`src/inc/sps_map.vh`:
```
// Register map and timing constants of the spindle power sequencer
`ifndef SPS_MAP_VH
`define SPS_MAP_VH
`define SPS_ADDR_W 12
`define SPS_CTRL_OFF 12'h000
`define SPS_STAT_OFF 12'h004
`define SPS_CTRL_START 0
`define SPS_CTRL_REMOTE 1
`define SPS_CTRL_ADDR_LSB 4
`define SPS_CTRL_ADDR_MSB 7
`define SPS_CTRL_RST 32'h00000000
`define SPS_CTRL_WMASK 32'h000000f2
`define SPS_CLK_HZ 32'h02625a00
`define SPS_STEP_S 5
`define SPS_UP_LIMIT_S 90
`define SPS_DOWN_LIMIT_S 60
`define SPS_FAST_MS 100
`define SPS_SLOW_MS 500
`define SPS_SPIN_MS 2000
`define SPS_CNT_W 32
`endif

```
`src/hw/sps_sequencer.v`:
```
// Spindle power sequencer with APB registers and Ready lamp
`timescale 1ns/10ps
`default_nettype none
`include "sps_map.vh"

module sps_sequencer #(
    parameter [31:0] STEP_CYC = `SPS_STEP_S * `SPS_CLK_HZ,
    parameter [31:0] UP_LIMIT_CYC = `SPS_UP_LIMIT_S * `SPS_CLK_HZ,
    parameter [31:0] DOWN_LIMIT_CYC = `SPS_DOWN_LIMIT_S * `SPS_CLK_HZ,
    parameter [31:0] FAST_HALF_CYC = `SPS_FAST_MS * (`SPS_CLK_HZ / 1000),
    parameter [31:0] SLOW_HALF_CYC = `SPS_SLOW_MS * (`SPS_CLK_HZ / 1000)
)
(
    // Clock and reset
    input wire i_mclk,
    input wire i_reset_n,
    input wire i_ce,
    // APB slave
    input wire i_psel,
    input wire i_penable,
    input wire i_pwrite,
    input wire [`SPS_ADDR_W-1:0] i_paddr,
    input wire [31:0] i_pwdata,
    output wire o_pready,
    output wire o_pslverr,
    output reg [31:0] o_prdata,
    // Front panel and controller pins
    input wire i_start_btn,
    input wire i_seq_hold_n,
    // Spindle mechanics
    input wire i_at_speed,
    input wire i_heads_loaded,
    input wire i_heads_parked,
    input wire i_spindle_stopped,
    output reg o_spin_en,
    output reg o_heads_load,
    // Status outputs
    output reg o_ready_lamp,
    output reg o_fault,
    output reg o_drive_ready
);

localparam [4:0] ST_STOP = 5'h01;
localparam [4:0] ST_DELAY = 5'h02;
localparam [4:0] ST_UP = 5'h04;
localparam [4:0] ST_READY = 5'h08;
localparam [4:0] ST_DOWN = 5'h10;

reg [4:0] state_q;
reg [31:0] ctrl_q;
reg [31:0] cnt_q;
reg [31:0] lim_q;
reg [31:0] flash_q;
reg flash_ph_q;
reg btn_dly_q;
reg sw_start_q;
wire btn_lvl;
wire hold_lvl;
wire spd_lvl;
wire ld_lvl;
wire prk_lvl;
wire stp_lvl;

wire remote = ctrl_q[`SPS_CTRL_REMOTE];
wire [3:0] log_addr = ctrl_q[`SPS_CTRL_ADDR_MSB:`SPS_CTRL_ADDR_LSB];
wire btn_press = btn_lvl & ~btn_dly_q;
wire hold_on = ~hold_lvl;
wire start_req = btn_press | sw_start_q;
wire [35:0] delay_full = STEP_CYC * log_addr;
wire [31:0] delay_cyc = delay_full[31:0];
wire wr_en = i_psel & i_penable & i_pwrite;
wire rd_hit_ctrl = i_paddr == `SPS_CTRL_OFF;
wire rd_hit_stat = i_paddr == `SPS_STAT_OFF;

assign o_pready = 1'b1;
assign o_pslverr = i_psel & i_penable & ~rd_hit_ctrl & ~rd_hit_stat;

// Pin synchronisers
sps_sync2 #(
    .RST_VAL(1'b0)
) btn_sync_inst (
    .i_mclk(i_mclk),
    .i_reset_n(i_reset_n),
    .i_ce(i_ce),
    .i_pin(i_start_btn),
    .o_level(btn_lvl)
);
sps_sync2 #(
    .RST_VAL(1'b1)
) hold_sync_inst (
    .i_mclk(i_mclk),
    .i_reset_n(i_reset_n),
    .i_ce(i_ce),
    .i_pin(i_seq_hold_n),
    .o_level(hold_lvl)
);
sps_sync2 #(
    .RST_VAL(1'b0)
) spd_sync_inst (
    .i_mclk(i_mclk),
    .i_reset_n(i_reset_n),
    .i_ce(i_ce),
    .i_pin(i_at_speed),
    .o_level(spd_lvl)
);
sps_sync2 #(
    .RST_VAL(1'b0)
) ld_sync_inst (
    .i_mclk(i_mclk),
    .i_reset_n(i_reset_n),
    .i_ce(i_ce),
    .i_pin(i_heads_loaded),
    .o_level(ld_lvl)
);
sps_sync2 #(
    .RST_VAL(1'b0)
) prk_sync_inst (
    .i_mclk(i_mclk),
    .i_reset_n(i_reset_n),
    .i_ce(i_ce),
    .i_pin(i_heads_parked),
    .o_level(prk_lvl)
);
sps_sync2 #(
    .RST_VAL(1'b0)
) stp_sync_inst (
    .i_mclk(i_mclk),
    .i_reset_n(i_reset_n),
    .i_ce(i_ce),
    .i_pin(i_spindle_stopped),
    .o_level(stp_lvl)
);

// Button edge detector
always @(posedge i_mclk or negedge i_reset_n)
begin
    if (!i_reset_n)
        btn_dly_q <= 1'b0;
    else if (i_ce)
        btn_dly_q <= btn_lvl;
end

// Register writes and read data
always @(posedge i_mclk or negedge i_reset_n)
begin
    if (!i_reset_n)
    begin
        ctrl_q <= `SPS_CTRL_RST;
        sw_start_q <= 1'b0;
        o_prdata <= 32'h00000000;
    end
    else if (i_ce)
    begin
        sw_start_q <= 1'b0;
        if (wr_en && rd_hit_ctrl)
        begin
            ctrl_q <= i_pwdata & `SPS_CTRL_WMASK;
            sw_start_q <= i_pwdata[`SPS_CTRL_START];
        end
        if (i_psel && !i_penable)
        begin
            if (rd_hit_ctrl)
                o_prdata <= ctrl_q;
            else if (rd_hit_stat)
                o_prdata <= {24'h000000, hold_on, o_fault, o_ready_lamp,
                    state_q};
            else
                o_prdata <= 32'h00000000;
        end
    end
end

// Sequencer
always @(posedge i_mclk or negedge i_reset_n)
begin
    if (!i_reset_n)
    begin
        state_q <= ST_STOP;
        cnt_q <= 32'h00000000;
        lim_q <= 32'h00000000;
        o_spin_en <= 1'b0;
        o_heads_load <= 1'b0;
        o_fault <= 1'b0;
        o_drive_ready <= 1'b0;
    end
    else if (i_ce)
    begin
        if (state_q != ST_STOP && state_q != ST_READY)
            lim_q <= lim_q + 32'h00000001;
        case (state_q)
            ST_STOP:
            begin
                o_spin_en <= 1'b0;
                o_heads_load <= 1'b0;
                o_drive_ready <= 1'b0;
                if (remote ? hold_on : start_req)
                begin
                    o_fault <= 1'b0;
                    cnt_q <= 32'h00000000;
                    lim_q <= 32'h00000000;
                    state_q <= remote ? ST_DELAY : ST_UP;
                end
            end
            ST_DELAY:
            begin
                if (!hold_on)
                    state_q <= ST_STOP;
                else if (cnt_q >= delay_cyc)
                begin
                    lim_q <= 32'h00000000;
                    state_q <= ST_UP;
                end
                else
                    cnt_q <= cnt_q + 32'h00000001;
            end
            ST_UP:
            begin
                o_spin_en <= 1'b1;
                o_heads_load <= spd_lvl;
                if (remote && !hold_on)
                begin
                    lim_q <= 32'h00000000;
                    state_q <= ST_DOWN;
                end
                else if (spd_lvl && ld_lvl)
                begin
                    o_drive_ready <= 1'b1;
                    state_q <= ST_READY;
                end
                else if (lim_q >= UP_LIMIT_CYC)
                    o_fault <= 1'b1;
            end
            ST_READY:
            begin
                if (remote ? !hold_on : start_req)
                begin
                    o_drive_ready <= 1'b0;
                    lim_q <= 32'h00000000;
                    state_q <= ST_DOWN;
                end
            end
            ST_DOWN:
            begin
                o_heads_load <= 1'b0;
                if (prk_lvl)
                    o_spin_en <= 1'b0;
                if (prk_lvl && stp_lvl && !o_spin_en)
                    state_q <= ST_STOP;
                else if (lim_q >= DOWN_LIMIT_CYC)
                    o_fault <= 1'b1;
            end
            default:
                state_q <= ST_STOP;
        endcase
    end
end

// Ready lamp flash generator
always @(posedge i_mclk or negedge i_reset_n)
begin
    if (!i_reset_n)
    begin
        flash_q <= 32'h00000000;
        flash_ph_q <= 1'b0;
        o_ready_lamp <= 1'b0;
    end
    else if (i_ce)
    begin
        if ((state_q == ST_UP && flash_q >= FAST_HALF_CYC - 32'h1) ||
            (state_q == ST_DOWN && flash_q >= SLOW_HALF_CYC - 32'h1))
        begin
            flash_q <= 32'h00000000;
            flash_ph_q <= ~flash_ph_q;
        end
        else if (state_q == ST_UP || state_q == ST_DOWN)
            flash_q <= flash_q + 32'h00000001;
        else
        begin
            flash_q <= 32'h00000000;
            flash_ph_q <= 1'b0;
        end
        case (state_q)
            ST_UP: o_ready_lamp <= ~flash_ph_q;
            ST_DOWN: o_ready_lamp <= ~flash_ph_q;
            ST_READY: o_ready_lamp <= 1'b1;
            default: o_ready_lamp <= 1'b0;
        endcase
    end
end

endmodule // sps_sequencer

// Two-flop synchroniser for one asynchronous pin
module sps_sync2 #(
    parameter [0:0] RST_VAL = 1'b0
)
(
    // Clock and reset
    input wire i_mclk,
    input wire i_reset_n,
    input wire i_ce,
    // Pin in, level out
    input wire i_pin,
    output wire o_level
);

reg [1:0] sync_q;

assign o_level = sync_q[1];

always @(posedge i_mclk or negedge i_reset_n)
begin
    if (!i_reset_n)
        sync_q <= {2{RST_VAL}};
    else if (i_ce)
        sync_q <= {sync_q[0], i_pin};
end

endmodule // sps_sync2
`default_nettype wire

```
`config.mk`:
```
export PLATFORM = sky130hd
export DESIGN_NAME = sps_sequencer
export DESIGN_NICKNAME = d
export VERILOG_FILES = /design/src/hw/sps_sequencer.v
export VERILOG_INCLUDE_DIRS = /design/src /design/src/inc
export SDC_FILE = /design/constraint.sdc
export NUM_CORES = 1
export LEC_CHECK = 0
export BUFFER_PORTS_ARGS = -buffer_cell sky130_fd_sc_hd__buf_2
export CORE_MARGIN = 5
export CORE_UTILIZATION = 60
export DETAILED_ROUTE_END_ITERATION = 6
export PLACE_DENSITY = 0.81
export SYNTH_ARGS = -nofsm -noshare
export SYNTH_HDL_FRONTEND = slang
export SYNTH_SLANG_ARGS = --single-unit
```
`constraint.sdc`:
```
create_clock -name i_mclk -period 6.8 [get_ports i_mclk]
set_input_delay 2.04 -clock i_mclk [delete_from_list [all_inputs] [get_ports i_mclk]]
set_output_delay 2.04 -clock i_mclk [all_outputs]
set_load 0.05 [all_outputs]
```
Word level (Yosys, flattened, before mapping)
Cells that the tools add are included.
{"block": "totals", "out_inout_bits": 39, "n_memories": 0, "latch_bits": 0, "romBits": 0, "mem_bits_rw": 0, "register_bits": 158, "wordCells": 136}
{"block": "classes", "add_sub_neg": 3, "bitwise_logic": 11, "eq_ne": 23, "n_reduce_logical": 29, "n_shift": 0, "div_mod_pow": 0, "n_mul": 1, "muxes": 44, "n_lt_le_gt_ge": 5}
{"cell": "32-bit 2-to-1 mux", "n": 11}
{"cell": "32-bit case mux with 4 select lines", "n": 1}
{"cell": "32-bit by 1-bit adder with 32-bit output (second input constant)", "n": 3}
{"cell": "32-bit greater-or-equal comparator (second input constant)", "n": 2}
{"cell": "32-bit case mux with 2 select lines", "n": 1}
{"cell": "5-bit 2-to-1 mux", "n": 7}
{"cell": "32-bit by 22-bit greater-or-equal comparator with 1-bit output (second input constant)", "n": 1}
{"cell": "32-bit by 25-bit greater-or-equal comparator with 1-bit output (second input constant)", "n": 1}
{"cell": "32-bit greater-or-equal comparator", "n": 1}
{"cell": "5-bit case mux with 5 select lines", "n": 1}
{"cell": "2-bit inequality test (second input constant)", "n": 12}
{"cell": "19-bit by 4-bit multiplier with 23-bit output (first input constant)", "n": 1}
{"cell": "8-bit 2-to-1 mux", "n": 2}
{"cell": "1-bit 2-to-1 mux", "n": 15}
{"cell": "12-bit by 3-bit == test with 1-bit output (second input constant)", "n": 1}
{"cell": "12-bit logical NOT", "n": 1}
{"cell": "5-bit AND reduction", "n": 2}
{"cell": "1-bit logical AND", "n": 9}
{"cell": "1-bit case mux with 3 select lines", "n": 3}
{"cell": "2-bit AND reduction", "n": 4}
{"cell": "8-bit AND reduction", "n": 1}
{"cell": "6-bit AND reduction", "n": 1}
{"cell": "3-bit nonzero test", "n": 2}
{"cell": "1-bit bitwise AND", "n": 5}
{"cell": "19 further kinds", "n": 28}

Depth between registers and ports, before layout
{"block": "logic_depth", "depth_word": 6, "depth_mapped": 23}

Cells and area by module
From an unflattened synthesis, not the netlist that was laid out.
{"block": "hier_totals", "cells_unflattened": 950, "hier_area_um2": 8727.1}
{"mod": "sps_sequencer", "n_inst": 1, "area_each_um2": 8289.2, "cells_per_inst": 926}
{"mod": "sps_sync2 (btn_sync_inst ...)", "n_inst": 5, "area_each_um2": 72.6, "cells_per_inst": 4}
{"mod": "sps_sync2 (hold_sync_inst)", "n_inst": 1, "area_each_um2": 75.1, "cells_per_inst": 4}

Least setup slack after synthesis
OpenSTA, ideal clock, no wires.
{"block": "synth_path", "path_type": "reg2reg", "from": "register ctrl_q[5]", "to": "register cnt_q[13]", "t_arrival_ns": 4.998, "t_required_ns": 6.721, "path_stages_with_launch": 22, "n_path_buf": 3, "synth_period_minus_slack_ns": 5.078, "setup_ns": 0.079, "slack_ns": 1.722, "cell_sequence": "dfrtp_1 -> fa_1 -> fa_1 -> ha_1 -> a21o_1 -> nand2_1 -> a21oi_1 -> o41ai_1 -> o21ai_0 -> o31a_1 -> a31oi_1 -> ha_1 -> nand4_1 -> nor2_1 -> a22oi_1 -> and3_1 -> buf_1 -> a31oi_1 -> buf_2 -> buf_4 -> nor3_1 -> mux2i_1"}
{"block": "synth_between", "elab_chain_len": 4}
{"item": "from (decl)", "line_no": "sps_sequencer.v:50", "rtl": "reg [31:0] ctrl_q;"}
{"item": "from (signal assigned)", "line_no": "sps_sequencer.v:148", "rtl": "ctrl_q <= `SPS_CTRL_RST;"}
{"item": "from (signal assigned)", "line_no": "sps_sequencer.v:157", "rtl": "ctrl_q <= i_pwdata & `SPS_CTRL_WMASK;"}
{"item": "19-bit by 4-bit multiplier with 23-bit output", "line_no": "sps_sequencer.v:69", "rtl": "wire [35:0] delay_full = STEP_CYC * log_addr;"}
{"item": "32-bit greater-or-equal comparator", "line_no": "sps_sequencer.v:208", "rtl": "else if (cnt_q >= delay_cyc)"}
{"item": "2-bit inequality test (no source line)"}
{"item": "5-bit AND reduction (no source line)"}
{"item": "to (signal assigned)", "line_no": "sps_sequencer.v:214", "rtl": "cnt_q <= cnt_q + 32'h00000001;"}
{"item": "to (decl)", "line_no": "sps_sequencer.v:51", "rtl": "reg [31:0] cnt_q;"}
Every way passes these cells.
A chain may end at the register's enable or synchronous reset.

Final worst setup path
{"block": "layout_path", "from": "register ctrl_q[5]", "to": "register lim_q[27]"}
{"block": "layout_between", "elab_chain_len": 5}
{"item": "19-bit by 4-bit multiplier with 23-bit output", "line_no": "sps_sequencer.v:69"}
{"item": "32-bit greater-or-equal comparator", "line_no": "sps_sequencer.v:208"}
{"item": "32-bit 2-to-1 mux", "line_no": "sps_sequencer.v:208"}
{"item": "32-bit 2-to-1 mux", "line_no": "sps_sequencer.v:206", "rtl": "if (!hold_on)"}
{"item": "32-bit case mux with 4 select lines", "line_no": "sps_sequencer.v:190", "rtl": "case (state_q)"}
{"item": "to (signal assigned)", "line_no": "sps_sequencer.v:189", "rtl": "lim_q <= lim_q + 32'h00000001;"}
{"item": "to (decl)", "line_no": "sps_sequencer.v:52", "rtl": "reg [31:0] lim_q;"}
Every way passes these cells.

==> results.md <==
* Routed via count at 7035
* Initial DRC Count at 539
* Crit-path cells: fa_1 -> fa_1 -> ha_1 -> a21o_1 -> nand2_1 -> a21oi_1 -> o41ai_1 -> o21ai_0 -> o31a_1 -> a31oi_1 -> ha_1 -> nand4_1 -> nor4_1 -> o21a_1 -> o21ai_0 -> a21oi_2 -> buf_4 -> nor2_1
* Worst Hold Class: flop to flop
* Die span in x at 131 um
* GR Util All Layers at 23.2%
* CP Data Required Time at 7.11 ns
* Layout cells sized above 1 at 15.3%
* HPWL Detailed at 13.6 mm
* CP Capture Type: flop
* Register area share after synthesis at 38.1%
* Initial antenna violation count at 0
* Resize count post-CTS at 0
* Post-synth EDFFs at 0
* Vias per inst at 6.00
* Warnings, synthesis at 0
* Pwr dens at 247 nW/um2
* Core area at 14500 um2
* Biggest cell delay along the critical path at 0.69 ns
* Syn avg cell area at 9.37 um2
* Measured slew at the worst slew-check pin at 0.806 ns
* Async S/R FF share, synth at 100%
* Fin crit period at 6.11 ns
* Filler cell count in the final layout at 1145
* DRT antenna net count at 0
* Top FF cell, synth: dfrtp_1
* CP Class: flop to flop
* Critical Path Slowest Stage Cell: fa_1
* DIE HEIGHT at 131 um
* Global-route wire length before repair at 33.6 mm
* Dpl ws at 0.694 ns
* Final setup violation count at 0
* Slew HR at 46.2%
* WP buf/inv at 1
* TritonCTS Buffers at 17
* Most frequent cells in the layout: 131 x dfrtp_1, 90 x nand2_1, 72 x nor2_1
* Hold_buf cts at 0
* Peak VDD IR at 0.000198 V
* Number of global-route vias before repair at 6899
* CTS H-tree lvls at 4
* Max_cap viols at 0
* I/O pins at 95
* Clk buf depth at 2
* Final wirelength at 19.3 mm
* Leak pwr at 4.27 nW
* Pin count of the biggest net entering global routing at 90
* Area Growth Syn to Fin at 9.54%
* DR WL/cell at 16.5 um
* CP Launch Type: flop
* Synth unique cells at 72
* Post-CTS setup buffer count at 0
* Die area at 17200 um2
* TritonCTS Sinks at 134
* Slew Viols, Final at 0
* Root buf cell: clkbuf_16
* Commonest non-fill, non-tap cell in the layout: dfrtp_1
* Achievable clock frequency at 164 MHz
* DRC viols at 0
* Fin Clk Skew at 0.0118 ns
* Final Wtd Congestion at 0.861
* Crit path DAT at 6.42 ns
* Port-buffer cells at 43
* Synthesized area at 8800 um2
* RSZ-0062 raised after global routing: no
* Final worst-path cycle share at 89.9%
* Crit path max fanout at 17
* Drt pass-1 iters at 5
* Nets at 1088
* Status: finished clean
* Top delay family on crit path: compound AO/OA/AOI/OAI gates
* Final Hold Violating Endpoints at 0
* Floorplan row count at 44
* Flops & latches, synth at 134
* Post-Synthesis Cells at 939
* Clock slew at reported path FFs at 0.06 ns
* Clk Latency, worst-skew pair at 0.43 ns
* Multi-input logic area at 5070 um2
* Ant. Diodes at 0
* Seq. cell area at 3360 um2
* Initial core utilization at 60.8%
* Setup ws final at 0.688 ns
* CTS tree: built
* Setup TNS at 0 ns
* Global route total overflow at 0
[Yosys cell counts (9+ instances only)]
cell type	n	area share [%]
or4_1	9	0.77
nand2b_1	11	0.78
and2_1	9	0.64
nor2_4	19	2.4
inv_1	31	1.3
nand2_1	90	3.8
ha_1	48	6.8
clkbuf_1	22	0.94
nand3_1	41	2.3
o21ai_0	44	2.5
and3_1	24	1.7
a21oi_1	39	2.2
xnor2_1	23	2.3
mux2_2	17	2.2
a31oi_1	9	0.64
mux2i_1	22	2.5
xor2_1	41	4.1
nand4_1	33	2.3
or2_2	17	1.2
buf_4	26	2.2
o31ai_1	13	1.1
nor2_1	72	3.1
nor3_1	28	1.6
and4_1	10	1.0
dfrtp_1	131	37
nor4_1	13	0.92
[path summary, 6_finish.rpt]
| path | from | endpoint | slack [ns] | depth (start not counted) |
|---|---|---|---|---|
| min in group asynchronous | i_reset_n | cnt_q[16]$_DFFE_PN0P_ | 1.67 | 1 |
| setup reg to reg | ctrl_q[5]$_DFFE_PN0P_ | lim_q[27]$_DFFE_PN0P_ | 0.69 | 18 |
| max in group asynchronous | i_reset_n | lim_q[20]$_DFFE_PN0P_ | 4.05 | 2 |
| hold / removal | o_prdata[5]$_DFFE_PN0P_ | o_prdata[5]$_DFFE_PN0P_ | 0.47 | 2 |
| setup / recovery | ctrl_q[5]$_DFFE_PN0P_ | lim_q[27]$_DFFE_PN0P_ | 0.69 | 18 |
| hold reg to reg | o_prdata[5]$_DFFE_PN0P_ | o_prdata[5]$_DFFE_PN0P_ | 0.47 | 2 |
[worst min-delay path, stage by stage, from the launching register on]
cell     delay (ns)
dfrtp_1        0.34
nand2_1        0.05
o31ai_1        0.05
[logic make-up after synthesis]
logic type               count (synthesis)  synth area share [%]
AO/OA/AOI/OAI                          151                  11.0
XOR/XNOR                                64                  6.37
adder cells (fa/ha/maj)                 56                  8.64
buffers and inverters                   86                  5.26
flip-flops                             134                  38.1
multiplexers                            39                  4.68
other                                    2                0.0853
AND/OR/NAND/NOR                        407                  25.8
[metal layers]
metal  up-vias  GRT usage (%)  share of wire [%]
met5         -              0                  0
met4         0           7.10                2.2
met3        33           5.12                5.1
met2       183           38.5                 50
met1      3419           30.6                 43
li1       3400              -                  -
[where the power goes]
part           internal, mW  switching (mW)  total, mW  leakage (nW)
clock network         0.553           0.362      0.916         0.281
logic                 0.159           0.389      0.548          2.18
registers             0.854          0.0662      0.920          1.80
[stage by stage]
stage / instance area, um2 / hold WS (ns) / power (mW) / std cells / utilization, %
5_1_grt: 9640 / 0.501 / 2.51 / 1173 / 66.6
3_3_place_gp: 9050 / 0.465 / 1.46 / 1141 / 62.5
2_1_floorplan: 8890 / 0.468 / 1.35 / 962 / -
4_1_cts: 9640 / 0.475 / 2.40 / 1173 / 66.6
6_report: 9640 / 0.473 / 2.38 / 1173 / 66.6
3_5_place_dp: 9050 / 0.462 / 1.47 / 1141 / 62.5
[area by class of cell]
class | count | area share, %
Sequential cell | 134 | 34.8
Multi-Input combinational cell | 742 | 52.6
Inverter | 31 | 1.21
Timing Repair Buffer | 50 | 2.84
Clock inverter | 13 | 1.51
Clock buffer | 19 | 4.60
Tap cell | 184 | 2.39
[registers in the layout, summed over array words and instances (netlist names), 2 cells and up]
signal                 flops
spd_sync_inst.sync_q       2
hold_sync_inst.sync_q      2
lim_q                     32
ctrl_q                     5
state_q                    5
prk_sync_inst.sync_q       2
btn_sync_inst.sync_q       2
flash_q                   32
o_prdata                   8
stp_sync_inst.sync_q       2
ld_sync_inst.sync_q        2
cnt_q                     32
Power figures use the tool's default switching activity.
